--- config.mk ---
export PLATFORM = sky130hd
export DESIGN_NAME = pls_top
export DESIGN_NICKNAME = d
export VERILOG_FILES = /design/src/common/pls_pkg.sv /design/src/common/pls_qual_if.sv /design/src/hdl/pls_qual_bank.sv /design/src/hdl/pls_top.sv
export SDC_FILE = /design/constraint.sdc
export NUM_CORES = 1
export LEC_CHECK = 0
export BUFFER_PORTS_ARGS = -buffer_cell sky130_fd_sc_hd__buf_2
export CAP_MARGIN = 20
export CORE_MARGIN = 10
export CORE_UTILIZATION = 54
export DETAILED_ROUTE_END_ITERATION = 12
export PLACE_DENSITY = 0.85
export SLEW_MARGIN = 5
export SYNTH_ARGS = -nofsm -noshare
export SYNTH_HDL_FRONTEND = slang
export SYNTH_SLANG_ARGS = --single-unit
--- constraint.sdc ---
create_clock -name CLK -period 2 [get_ports CLK]
set_input_delay 0.2 -clock CLK [delete_from_list [all_inputs] [get_ports CLK]]
set_output_delay 0.2 -clock CLK [all_outputs]
set_load 0.1 [all_outputs]
--- src/common/pls_pkg.sv ---
// Shared constants and types for the protection latch sequencer
package pls_pkg;
    // ------------------------------------------------------------------
    // Clock and timing
    // ------------------------------------------------------------------
    localparam int unsigned CLK_MHZ       = 10;
    localparam int unsigned T_EXT65_US    = 55;
    localparam int unsigned T_EXT100_US   = 35;
    localparam int unsigned T_LHI_US      = 50;
    localparam int unsigned T_LLO_US      = 350;
    localparam int unsigned T_VCC_US      = 10;
    localparam int unsigned T_THERM_US    = 10;
    localparam int unsigned T_OFF_MS      = 150;
    localparam int unsigned T_SSTART_MS   = 10;
    localparam int unsigned T_FAULT_US    = 100;
    localparam int unsigned T_AUTOREC_MS  = 1;

    localparam int unsigned EXT65_CYC   = T_EXT65_US * CLK_MHZ;
    localparam int unsigned EXT100_CYC  = T_EXT100_US * CLK_MHZ;
    localparam int unsigned LHI_CYC     = T_LHI_US * CLK_MHZ;
    localparam int unsigned LLO_CYC     = T_LLO_US * CLK_MHZ;
    localparam int unsigned VCC_CYC     = T_VCC_US * CLK_MHZ;
    localparam int unsigned THERM_CYC   = T_THERM_US * CLK_MHZ;
    localparam int unsigned OFF_CYC     = T_OFF_MS * 1000 * CLK_MHZ;
    localparam int unsigned SSTART_CYC  = T_SSTART_MS * 1000 * CLK_MHZ;
    localparam int unsigned FAULT_CYC   = T_FAULT_US * CLK_MHZ;
    localparam int unsigned AUTOREC_CYC = T_AUTOREC_MS * 1000 * CLK_MHZ;

    // ------------------------------------------------------------------
    // Qualifier channels
    // ------------------------------------------------------------------
    localparam int unsigned QW     = 21;
    localparam int unsigned NQ     = 10;
    localparam int unsigned Q_EXT  = 0;
    localparam int unsigned Q_LHI  = 1;
    localparam int unsigned Q_LLO  = 2;
    localparam int unsigned Q_VLO  = 3;
    localparam int unsigned Q_VHI  = 4;
    localparam int unsigned Q_THRM = 5;
    localparam int unsigned Q_OFFM = 6;
    localparam int unsigned Q_OVL  = 7;
    localparam int unsigned Q_SS   = 8;
    localparam int unsigned Q_AR   = 9;

    // ------------------------------------------------------------------
    // Event bits of the status and mask registers
    // ------------------------------------------------------------------
    localparam int unsigned NEV    = 10;
    localparam int unsigned EV_EXT = 0;
    localparam int unsigned EV_LHI = 1;
    localparam int unsigned EV_LLO = 2;
    localparam int unsigned EV_VLO = 3;
    localparam int unsigned EV_VHI = 4;
    localparam int unsigned EV_THM = 5;
    localparam int unsigned EV_OFF = 6;
    localparam int unsigned EV_OVL = 7;
    localparam int unsigned EV_SHT = 8;
    localparam int unsigned EV_BO  = 9;

    // ------------------------------------------------------------------
    // Register map (byte addresses) and reset values
    // ------------------------------------------------------------------
    localparam int unsigned AW        = 4;
    localparam logic [3:0]  OFS_CTRL  = 4'h0;
    localparam logic [3:0]  OFS_STAT  = 4'h4;
    localparam logic [3:0]  OFS_MASK  = 4'h8;
    localparam logic [3:0]  OFS_STATE = 4'hC;
    localparam int unsigned CTRL_EN   = 0;
    localparam logic [31:0] CTRL_RST  = 32'h0000_0001;
    localparam logic [31:0] MASK_RST  = 32'h0000_0000;
    localparam int unsigned STATE_AUTO = 8;

    // ------------------------------------------------------------------
    // Sequencer states
    // ------------------------------------------------------------------
    typedef enum logic [5:0] {
        ST_IDLE   = 6'h01,
        ST_SSTART = 6'h02,
        ST_RUN    = 6'h04,
        ST_LATCH  = 6'h08,
        ST_THERM  = 6'h10,
        ST_SLEEP  = 6'h20
    } pls_state_e;
endpackage : pls_pkg

--- src/common/pls_qual_if.sv ---
// Interface between the sequencer and its qualification timer bank
`timescale 1ns/10ps
interface pls_qual_if;
    import pls_pkg::*;
    logic [NQ-1:0] cond;
    logic [NQ-1:0] done;
    logic [QW-1:0] limit [NQ];

    modport bank (input cond, input limit, output done);
    modport user (output cond, output limit, input done);
endinterface : pls_qual_if

--- src/hdl/pls_qual_bank.sv ---
// Bank of qualification timers, one per timed fault condition (not the CS_STOP short) and the off-mode delay, plus the soft-start and autorecovery delays
`timescale 1ns/10ps
module pls_qual_bank (
    // Clock and reset
    input wire logic clk,
    input wire logic rstn,
    // Channels
    pls_qual_if.bank q
);
    import pls_pkg::*;

    logic [QW-1:0] cnt_ff  [NQ];
    logic [QW-1:0] nxt_cnt [NQ];
    logic [NQ-1:0] done_ff;
    logic [NQ-1:0] nxt_done;

    // Count while the condition holds, restart from zero when it drops
    always_comb begin
        for (int i = 0; i < NQ; i++) begin
            if (!q.cond[i]) begin
                nxt_cnt[i] = '0;
            end else if (cnt_ff[i] >= q.limit[i]) begin
                nxt_cnt[i] = cnt_ff[i];
            end else begin
                nxt_cnt[i] = cnt_ff[i] + QW'(1);
            end
            nxt_done[i] = q.cond[i] && (nxt_cnt[i] >= q.limit[i]);
        end
    end

    always_ff @(posedge clk) begin
        if (!rstn) begin
            for (int i = 0; i < NQ; i++) begin
                cnt_ff[i] <= '0;
            end
            done_ff <= '0;
        end else begin
            for (int i = 0; i < NQ; i++) begin
                cnt_ff[i] <= nxt_cnt[i];
            end
            done_ff <= nxt_done;
        end
    end

    assign q.done = done_ff;
endmodule : pls_qual_bank

--- src/hdl/pls_top.sv ---
// Protection latch sequencer: fault qualification, latch and release
//
// Decided for this implementation: the register offsets and the Avalon-MM register port.
`timescale 1ns/10ps
// Operation
// - external OTP/OVP flag qualified, then hard latch
// - thermal stop also disables high-voltage start source
// - long low feedback enters off mode, supply off
// - latch pin window; either crossing latches off
// - latch pin spikes shorter than blanking ignored
// - latch pin latch cleared only by brown-out/reset
// - latch pin ignored until ready to start
// - high flag checked at start, low after soft-start
// - bias current doubled during soft-start only
// - thermal trip stops drive at once, supply kept
// - thermal clear allows regular start with soft-start
// - overload timer clears when limit condition drops
// - autorecovery variant restarts soft-trip latches after delay, else latched
module pls_top #(
    parameter int unsigned OFF_CYC_P     = pls_pkg::OFF_CYC,
    parameter int unsigned SSTART_CYC_P  = pls_pkg::SSTART_CYC,
    parameter int unsigned AUTOREC_CYC_P = pls_pkg::AUTOREC_CYC,
    parameter bit          FREQ_100K     = 1'b0,
    parameter bit          AUTOREC_VAR   = 1'b0
) (
    // Clock and reset
    input  wire logic                     CLK,
    input  wire logic                     RSTN,
    // Comparator flags and PWM input
    input  wire logic                     EXT_FAULT,
    input  wire logic                     LATCH_HI,
    input  wire logic                     LATCH_LO,
    input  wire logic                     THERMAL_TRIP_FLAG,
    input  wire logic                     VCC_LOW,
    input  wire logic                     VCC_HIGH,
    input  wire logic                     SUPPLY_RESET_LEVEL,
    input  wire logic                     SUPPLY_START_LEVEL,
    input  wire logic                     LINE_START_LEVEL,
    input  wire logic                     BROWNOUT,
    input  wire logic                     FB_OFF,
    input  wire logic                     FB_ON,
    input  wire logic                     CS_LIMIT,
    input  wire logic                     MAX_TON,
    input  wire logic                     CS_STOP,
    input  wire logic                     PWM_IN,
    // Power stage controls
    output logic                          GATE_DRIVE_OUT,
    output logic                          HV_SOURCE_EN,
    output logic                          VCC_INT_EN,
    output logic                          BOOSTED_BIAS_CURRENT,
    // Avalon-MM slave
    input  wire logic [pls_pkg::AW-1:0]   AVS_ADDRESS,
    input  wire logic                     AVS_READ,
    input  wire logic                     AVS_WRITE,
    input  wire logic [31:0]              AVS_WRITEDATA,
    input  wire logic [3:0]               AVS_BYTEENABLE,
    output logic [31:0]                   AVS_READDATA,
    output logic                          AVS_WAITREQUEST,
    // Interrupt
    output logic                          IRQ
);
    import pls_pkg::*;

    // ------------------------------------------------------------------
    // Helpers
    // ------------------------------------------------------------------
    function automatic logic [31:0] be_merge(input logic [31:0] old,
                                             input logic [31:0] wd,
                                             input logic [3:0]  be);
        logic [31:0] r;
        r = old;
        for (int b = 0; b < 4; b++) begin
            if (be[b]) begin
                r[b*8 +: 8] = wd[b*8 +: 8];
            end
        end
        return r;
    endfunction : be_merge

    pls_state_e    state_ff;
    pls_state_e    nxt_state;
    logic          auto_ff;
    logic          nxt_auto;
    logic          gate_ff;
    logic          nxt_gate;
    logic          hv_ff;
    logic          vint_ff;
    logic          boost_ff;
    logic [31:0]   ctrl_ff;
    logic [31:0]   nxt_ctrl;
    logic [31:0]   mask_ff;
    logic [31:0]   nxt_mask;
    logic [NEV-1:0] stat_ff;
    logic [NEV-1:0] nxt_stat;
    logic [NEV-1:0] ev;
    logic [NEV-1:0] clr;
    logic          irq_ff;
    logic          wait_ff;
    logic          nxt_wait;
    logic [31:0]   rdata_ff;
    logic [31:0]   nxt_rdata;
    logic [31:0]   rd_val;
    logic          run_like;
    logic          release_c;
    logic          start_ok;
    logic          hard_trip;
    logic          soft_trip;
    logic          wr_go;

    // ------------------------------------------------------------------
    // Qualification timers
    // ------------------------------------------------------------------
    pls_qual_if qi ();

    pls_qual_bank u_qual (
        .clk  (CLK),
        .rstn (RSTN),
        .q    (qi.bank)
    );

    assign run_like  = (state_ff == ST_SSTART) || (state_ff == ST_RUN);
    assign release_c = BROWNOUT || SUPPLY_RESET_LEVEL;
    assign start_ok  = LINE_START_LEVEL && SUPPLY_START_LEVEL;

    always_comb begin
        qi.cond         = '0;
        qi.cond[Q_EXT]  = EXT_FAULT && run_like;
        qi.cond[Q_LHI]  = LATCH_HI && run_like;
        qi.cond[Q_LLO]  = LATCH_LO && (state_ff == ST_RUN);
        qi.cond[Q_VLO]  = VCC_LOW && run_like;
        qi.cond[Q_VHI]  = VCC_HIGH && run_like;
        qi.cond[Q_THRM] = THERMAL_TRIP_FLAG && (state_ff != ST_THERM);
        qi.cond[Q_OFFM] = FB_OFF && run_like;
        qi.cond[Q_OVL]  = (CS_LIMIT || MAX_TON) && run_like;
        qi.cond[Q_SS]   = (state_ff == ST_SSTART);
        qi.cond[Q_AR]   = (state_ff == ST_LATCH) && auto_ff;
        qi.limit[Q_EXT]  = FREQ_100K ? QW'(EXT100_CYC) : QW'(EXT65_CYC);
        qi.limit[Q_LHI]  = QW'(LHI_CYC);
        qi.limit[Q_LLO]  = QW'(LLO_CYC);
        qi.limit[Q_VLO]  = QW'(VCC_CYC);
        qi.limit[Q_VHI]  = QW'(VCC_CYC);
        qi.limit[Q_THRM] = QW'(THERM_CYC);
        qi.limit[Q_OFFM] = QW'(OFF_CYC_P);
        qi.limit[Q_OVL]  = QW'(FAULT_CYC);
        qi.limit[Q_SS]   = QW'(SSTART_CYC_P);
        qi.limit[Q_AR]   = QW'(AUTOREC_CYC_P);
    end

    assign hard_trip = qi.done[Q_EXT] || qi.done[Q_LHI] ||
                       qi.done[Q_LLO] || qi.done[Q_VHI];
    assign soft_trip = qi.done[Q_VLO] || qi.done[Q_OVL] ||
                       (CS_STOP && run_like);

    // ------------------------------------------------------------------
    // Sequencer
    // ------------------------------------------------------------------
    always_comb begin
        nxt_state = state_ff;
        nxt_auto  = auto_ff;
        unique case (state_ff)
            ST_IDLE: begin
                if (start_ok && ctrl_ff[CTRL_EN] && !THERMAL_TRIP_FLAG &&
                    !LATCH_HI) begin
                    nxt_state = ST_SSTART;
                end
            end
            ST_SSTART, ST_RUN: begin
                if (release_c) begin
                    nxt_state = ST_IDLE;
                end else if (qi.done[Q_THRM]) begin
                    nxt_state = ST_THERM;
                end else if (hard_trip) begin
                    nxt_state = ST_LATCH;
                    nxt_auto  = 1'b0;
                end else if (soft_trip) begin
                    nxt_state = ST_LATCH;
                    nxt_auto  = 1'b1;
                end else if (qi.done[Q_OFFM]) begin
                    nxt_state = ST_SLEEP;
                end else if (state_ff == ST_SSTART && qi.done[Q_SS]) begin
                    nxt_state = ST_RUN;
                end
            end
            ST_LATCH: begin
                if (release_c) begin
                    nxt_state = ST_IDLE;
                    nxt_auto  = 1'b0;
                end else if (AUTOREC_VAR && auto_ff && qi.done[Q_AR]) begin
                    nxt_state = ST_IDLE;
                    nxt_auto  = 1'b0;
                end
            end
            ST_THERM: begin
                if (SUPPLY_RESET_LEVEL || !THERMAL_TRIP_FLAG) begin
                    nxt_state = ST_IDLE;
                end
            end
            ST_SLEEP: begin
                if (start_ok && FB_ON) begin
                    nxt_state = ST_SSTART;
                end
            end
            default: begin
                nxt_state = ST_IDLE;
                nxt_auto  = 1'b0;
            end
        endcase
        nxt_gate = PWM_IN && !THERMAL_TRIP_FLAG && !CS_STOP &&
                   (nxt_state == ST_SSTART || nxt_state == ST_RUN);
    end

    always_ff @(posedge CLK) begin
        if (!RSTN) begin
            state_ff <= ST_IDLE;
            auto_ff  <= 1'b0;
            gate_ff  <= 1'b0;
            hv_ff    <= 1'b1;
            vint_ff  <= 1'b1;
            boost_ff <= 1'b0;
        end else begin
            state_ff <= nxt_state;
            auto_ff  <= nxt_auto;
            gate_ff  <= nxt_gate;
            hv_ff    <= (nxt_state != ST_THERM);
            vint_ff  <= (nxt_state != ST_SLEEP);
            boost_ff <= (nxt_state == ST_SSTART);
        end
    end

    // ------------------------------------------------------------------
    // Register file and Avalon-MM slave
    // ------------------------------------------------------------------
    always_comb begin
        ev         = '0;
        ev[EV_EXT] = qi.done[Q_EXT];
        ev[EV_LHI] = qi.done[Q_LHI];
        ev[EV_LLO] = qi.done[Q_LLO];
        ev[EV_VLO] = qi.done[Q_VLO];
        ev[EV_VHI] = qi.done[Q_VHI];
        ev[EV_THM] = qi.done[Q_THRM];
        ev[EV_OFF] = qi.done[Q_OFFM];
        ev[EV_OVL] = qi.done[Q_OVL];
        ev[EV_SHT] = CS_STOP && run_like;
        ev[EV_BO]  = BROWNOUT;
    end

    always_comb begin
        rd_val = 32'h0000_0000;
        unique case (AVS_ADDRESS & 4'hC)
            OFS_CTRL:  rd_val = ctrl_ff;
            OFS_STAT:  rd_val = {{(32-NEV){1'b0}}, stat_ff};
            OFS_MASK:  rd_val = mask_ff;
            OFS_STATE: rd_val = {23'h000000, auto_ff, 2'h0, state_ff};
            default:   rd_val = 32'h0000_0000;
        endcase
    end

    always_comb begin
        wr_go     = AVS_WRITE && !wait_ff;
        nxt_wait  = !((AVS_READ || AVS_WRITE) && wait_ff);
        nxt_rdata = (AVS_READ && wait_ff) ? rd_val : rdata_ff;
        nxt_ctrl  = ctrl_ff;
        nxt_mask  = mask_ff;
        clr       = '0;
        if (wr_go && (AVS_ADDRESS & 4'hC) == OFS_CTRL) begin
            nxt_ctrl = be_merge(ctrl_ff, AVS_WRITEDATA, AVS_BYTEENABLE) &
                       32'h0000_0001;
        end
        if (wr_go && (AVS_ADDRESS & 4'hC) == OFS_MASK) begin
            nxt_mask = be_merge(mask_ff, AVS_WRITEDATA, AVS_BYTEENABLE) &
                       {{(32-NEV){1'b0}}, {NEV{1'b1}}};
        end
        if (wr_go && (AVS_ADDRESS & 4'hC) == OFS_STAT) begin
            clr = NEV'(be_merge(32'h0000_0000, AVS_WRITEDATA,
                                AVS_BYTEENABLE));
        end
        // A new event wins over a simultaneous clear
        nxt_stat = (stat_ff & ~clr) | ev;
    end

    always_ff @(posedge CLK) begin
        if (!RSTN) begin
            ctrl_ff  <= CTRL_RST;
            mask_ff  <= MASK_RST;
            stat_ff  <= '0;
            wait_ff  <= 1'b1;
            rdata_ff <= 32'h0000_0000;
            irq_ff   <= 1'b0;
        end else begin
            ctrl_ff  <= nxt_ctrl;
            mask_ff  <= nxt_mask;
            stat_ff  <= nxt_stat;
            wait_ff  <= nxt_wait;
            rdata_ff <= nxt_rdata;
            irq_ff   <= |(nxt_stat & nxt_mask[NEV-1:0]);
        end
    end

    assign GATE_DRIVE_OUT       = gate_ff;
    assign HV_SOURCE_EN         = hv_ff;
    assign VCC_INT_EN           = vint_ff;
    assign BOOSTED_BIAS_CURRENT = boost_ff;
    assign AVS_READDATA         = rdata_ff;
    assign AVS_WAITREQUEST      = wait_ff;
    assign IRQ                  = irq_ff;
endmodule : pls_top

# Word-level counts from Yosys, hierarchy flattened
# Memory sizes are Yosys's and may differ from the RTL's.
# Cells that the tools add are included.
# W data, S select, Z words.
# word_totals
register_bits	75
mem_bits_rw	210
input_bits	60
out_inout_bits	38
word_cells	188
n_memories	1
# classes
n_addsub	10
order_cmp	19
n_eq_ne	18
n_mux	56
n_bitwise	15
n_reduce_logical	56
# memory_table
name	words	width	rd	rd_ports_with_merged_regs	wr	line_no	rtl
u_qual.cnt_ff	10	21	10	0	10	pls_qual_bank.sv:12	logic [QW-1:0] cnt_ff [NQ];
# ops
operator	count
$mux W21	30
$add A21 B1 Y21 const B	10
$ge A21 B7 Y1 const B	6
$ge A21 B10 Y1 const B	4
$mux W6	10
$ge A21 B12 Y1 const B	2
$ge A21 B17 Y1 const B	2
$ge A21 B21 Y1 const B	2
$ge A21 B9 Y1 const B	2
$pmux W10 S4	1
$logic_and A1 B1 Y1	34
$pmux W6 S5	1
$ge A21 B14 Y1 const B	1
$and A10 B10 Y10	2
$mux W10	2
$mux W8	2
$eq A6 B2 Y1 const B	2
$eq A6 B3 Y1 const B	2
$ne A6 B5 Y1 const B	2
$logic_or A1 B1 Y1	11
$not A10 Y10	1
$or A1 B1 Y1	10
$or A10 B10 Y10	1
$reduce_or A10 Y1	1
other kinds (19)	33

# Longest topological paths before layout
# depth
ltp_word	12
depth_mapped	11
ltp_nobuf	10

# Hierarchy
# A second synthesis with hierarchy kept.
# hier_totals
cells_unflattened	3190
area_unflattened_um2	25197.9
# modules_own_cells
mod	n_inst	cells_each	area_each_um2	seq_area_each_um2
pls_qual_bank	1	2901	22745.6	4404.2
pls_top	1	289	2452.4	880.8

# Least setup slack after synthesis
# No wires, ideal clock.
# synth_timing
path_kind	register to register
start	register wait_ff (netlist: AVS_WAITREQUEST)
end	register irq_ff (netlist: IRQ)
setup_time_ns	0.132
arrival_time_ns	2.132
required_ns	1.868
slack_ns	-0.264
path_stages_with_launch	8
n_path_buf	1
synth_period_minus_slack_ns	2.264
cell_sequence	dfxtp_1 nor2b_1 and3_1 clkbuf_1 mux2i_1 o22ai_1 nor3_1 a21oi_1
# synth_via
elab_chain_len	9
elab_cells_between_ends	11
classes_between	mux (2); bitwise (4); reduce/logical (5)
# synth_lines
item	line_no	rtl
start: declaration	pls_top.sv:98	logic wait_ff;
start signal: assignment	pls_top.sv:293	wait_ff <= nxt_wait;
$logic_not A1 Y1 *	pls_top.sv:259	wr_go = AVS_WRITE && !wait_ff;
$logic_and A1 B1 Y1 *	pls_top.sv:259	
$logic_and A1 B1 Y1	pls_top.sv:273	if (wr_go && (AVS_ADDRESS & 4'hC) == OFS_STAT) begin
$mux W10	pls_top.sv:273	
$not A10 Y10	pls_top.sv:278	nxt_stat = (stat_ff & ~clr) | ev;
$and A10 B10 Y10	pls_top.sv:278	
$or A10 B10 Y10	pls_top.sv:278	
$and A10 B10 Y10 *	pls_top.sv:295	irq_ff <= |(nxt_stat & nxt_mask[NEV-1:0]);
$reduce_or A10 Y1 *	pls_top.sv:295	
end signal: assignment	pls_top.sv:295	
end: declaration	pls_top.sv:97	logic irq_ff;
# Mark *: on every way between the ends. The rest lies on a longest branch, timed or not.
# A chain may end at the register's enable or synchronous reset.

# Worst setup path in the final report
# layout_timing
start	register state_ff[5]
end	register auto_ff
# layout_via
elab_chain_len	6
elab_cells_between_ends	18
classes_between	eq/ne (10); mux (1); bitwise (1); reduce/logical (6)
# layout_lines
item	line_no	rtl
start: declaration	pls_top.sv:80	pls_state_e state_ff;
start signal: assignment	pls_top.sv:221	state_ff <= nxt_state;
$eq A6 B2 Y1 or $eq A6 B3 Y1 (tied branches)	pls_top.sv:121, pls_top.sv:160	
$logic_or A1 B1 Y1	pls_top.sv:121	assign run_like = (state_ff == ST_SSTART) || (state_ff == ST_RUN);
$logic_and A1 B1 Y1	pls_top.sv:152	(CS_STOP && run_like);
$logic_or A1 B1 Y1	pls_top.sv:151	assign soft_trip = qi.done[Q_VLO] || qi.done[Q_OVL] ||
$ne A3 B3 Y1 (no source line)	--	
$reduce_and A5 Y1 (no source line)	--	
end signal: assignment	pls_top.sv:222	auto_ff <= nxt_auto;
end: declaration	pls_top.sv:82	logic auto_ff;
# Several ways; a longest one is shown, not always the timed one.

==> flow_summary.yaml <==
grt:
  antenna_found_initial: 1
  gr-usage-all-layers_pct: 19.5
  grt_pass1_vias: 9128
  grt_max_degree: 38
  grt_pass1_wl_um: 43700
  grt_remaining_overflow: 0
finish:
  final_cell_mix: "228 x dfxtp_1, 163 x buf_4, 160 x nor2_1"
  register_area_um2: 4860
  multi_input_area_um2: 5870
  drive_gt1_share_pct: 28.4
  postLayoutCoreUtil_pct: 71.3
  final_common_cell: "dfxtp_1"
  syn_to_final_growth_pct: 30.2
  nets: 1475
  fill_cells: 1335
sta:
  fin_crit_sh_pct: 113
  slew_violations: 0
  fin_hold_ws_ns: 0.0279
  final_hold_viol_count: 0
  fin_crit_ns: 2.25
  worstMarginPinSlew_ns: 0.662
  fin_skew_ns: 0.0136
  clock.fmax_mhz: 444
  fin_ws_ns: -0.255
  rsz0062_at_grt: "yes"
  maxSlewHeadroom_pct: 55.7
  setup_viol: 14
pwr:
  power_density_nw_per_um2: 750
  power.leakage_nw: 5.56
  ir_drop_mv: 0.656
setup_path:
  start_kind: "flop"
  arrival_ns: 2.67
  end_kind: "flop"
  timing.reg2reg.setup_slack_ns: -0.25
  critPathMaxFanout: 4
  worst-endpoint-required_ns: 2.41
  critPathKind: "reg -> reg"
  startpoint: "state_ff[5]$_SDFF_PN0_"
  reg2reg_from: "state_ff[5]$_SDFF_PN0_"
synthesis:
  muxShareOfSynthArea_pct: 2.65
  syn_area_per_cell_um2: 8.90
  synth_xor_area_share_pct: 6.77
  synth_area_leaders: "dfxtp_1 46%, nor2_1 5.8%, and2_1 4.7%"
  synth-simple-area-share_pct: 27.0
  synth_top_family_by_area: "simple AND/OR/NAND/NOR gates"
  synth-main-ff-cell: "dfxtp_1"
  synthAdderAreaFrac_pct: 2.22
  syn_area_um2: 10600
  synth-edff-count: 0
  synth_top_cell_area_share_pct: 45.6
  ys_seq_elements: 242
  yosys.cell_types.count: 78
  synth_seq_area_share_pct: 45.6
  synth_top_cell_by_area: "dfxtp_1"
  synthArstFlopShare_pct: 0
  yosysWarningCount: 0
  syn-instance-count: 1193
  synth_compound_area_share_pct: 10.7
floorplanning:
  core_area_um2: 19400
  pin_count: 98
  start_util_pct: 54.7
  row_count: 51
  die_x_um: 160
  die-area_um2: 25700
  chipHeight_um: 160
flow_run:
  maxCapViolCount: 0
cts:
  clk_latency_ns: 0.54
  cts_max_level: 1
  cts_tree: "yes"
  root_buffer: "clkbuf_16"
  clock-sinks: 242
  numCtsBuffers: 25
  cts.clk_slew.worst_paths_ns: 0.07
  clock_path_buffers: 3
status:
  status: "finished with violations"
  violations: "negative setup slack"
min_path:
  hp-class: "in -> reg"
  min_from: "BROWNOUT"
detailed_routing:
  drt_iter0_drc: 789
  ant_nets: 0
  wl_met3_um: 1710
  viasPerCell: 5.56
  wl_per_cell_um: 16.7
  dr_total_vias: 9351
  totalWireLength_um: 28000
  drc: 0
  firstDrtPassIters: 5
  wl_met2_um: 13900
  routed.top_layer: "met4"
  m1WireLength_um: 11500
placed_design:
  gp_congestion: 0.925
  port_buffers: 49
  hpwl_um: 17700
final timing paths:
kind                                                   endpoint  cells after the start
worst min-delay path                      stat_ff[9]$_SDFF_PN0_                      3
worst min register to register  u_qual.cnt_ff[4][18]$_SDFF_PN0_                      1
worst max-delay path                       auto_ff$_SDFFE_PN0P_                      9
worst max register to register             auto_ff$_SDFFE_PN0P_                      9
layout make-up:
type,count,area share (%)
multi-input cells,860,42.5
flip-flops and latches,242,35.2
repair buffers,239,12.8
clock buffers,38,5.17
well taps,265,2.40
clock inverters,8,1.14
inverters,29,0.787
diodes,1,0.0181
repair_timing:
action | CTS | global route
hold buffers | 15 | 0
buffers inserted | 8 | 21
hold endpoints to repair | 15 | 0
endpoints found under the setup margin | 16 | 73
gates resized for setup | 28 | 101
gates cloned | 0 | 0
pin swaps | 30 | 67
synth_stat cells, types with 3 or more instances:
master	number
and4_1	5
nand3_1	45
a211oi_1	13
nor3b_1	6
clkbuf_1	47
inv_1	29
xor2_1	45
xnor2_1	37
buf_4	23
a22oi_1	12
o31ai_1	5
a31oi_1	17
and2_1	80
nor2b_1	8
buf_2	9
or3_1	10
a21oi_1	35
nand2_1	82
nand2b_1	3
ha_1	18
o21ai_0	19
mux2_2	7
nor2_1	165
a311oi_1	5
mux2i_1	18
nor4_1	25
nor3_1	24
nor4b_1	3
nand4_1	23
o22ai_1	8
nand3b_1	5
o21ai_1	5
o211ai_1	8
dfxtp_1	242
and3_1	52
logic make-up (layout without fill, tap and decap cells):
kind of cell    count (synthesis)  count (layout)
buf+inv                       112             314
compound gates                159             159
fa+ha+maj                      19              19
other cells                     1              23
flops                         242             242
simple gates                  552             552
mux                            26              26
xor+xnor                       82              82
sequential cells by signal, summed over array words and instances (netlist names), 6 cells and up:
signal / flops
AVS_READDATA: 10
mask_ff: 10
stat_ff: 10
state_ff: 6
u_qual.cnt_ff: 189
u_qual.q.done: 9
power breakdown:
part / switching (mW) / internal, mW / leakage [nW] / total, mW
Sequential: 0.0152 / 4.84 / 1.96 / 4.86
Combinational: 0.452 / 0.112 / 3.18 / 0.564
Clock: 1.95 / 2.99 / 0.422 / 4.94
Total: 2.42 / 7.95 / 5.56 / 10.4
routing by layer:
metal,global-route usage (%),vias to the layer above
met5,0,-
met4,6.72,0
met3,3.62,81
met2,33.9,334
met1,23.7,4435
li1,-,4501
per-stage QoR:
stage | setup WS [ns] | area (um2) | power (mW) | setup TNS [ns] | instances
floorplan | -0.164 | 10800 | 5.40 | -0.489 | 1214
detailed placement | -0.187 | 12000 | 5.48 | -0.894 | 1592
global route | -0.308 | 13800 | 10.6 | -3.44 | 1682
CTS | -0.0743 | 13200 | 10.4 | -0.406 | 1661
global placement | -0.0804 | 12000 | 5.47 | -0.219 | 1592
finish | -0.255 | 13800 | 10.4 | -1.08 | 1682
worst max-delay path: stages (launching register included):
cell and delay (ns):
dfxtp_2 0.33, or4_4 0.61, o311ai_4 0.31, buf_4 0.16
buf_6 0.09, nand3b_1 0.11, nand2_1 0.10, nand3_1 0.08
a32oi_1 0.23, nor2_1 0.10
Power figures use the tool's default switching activity.
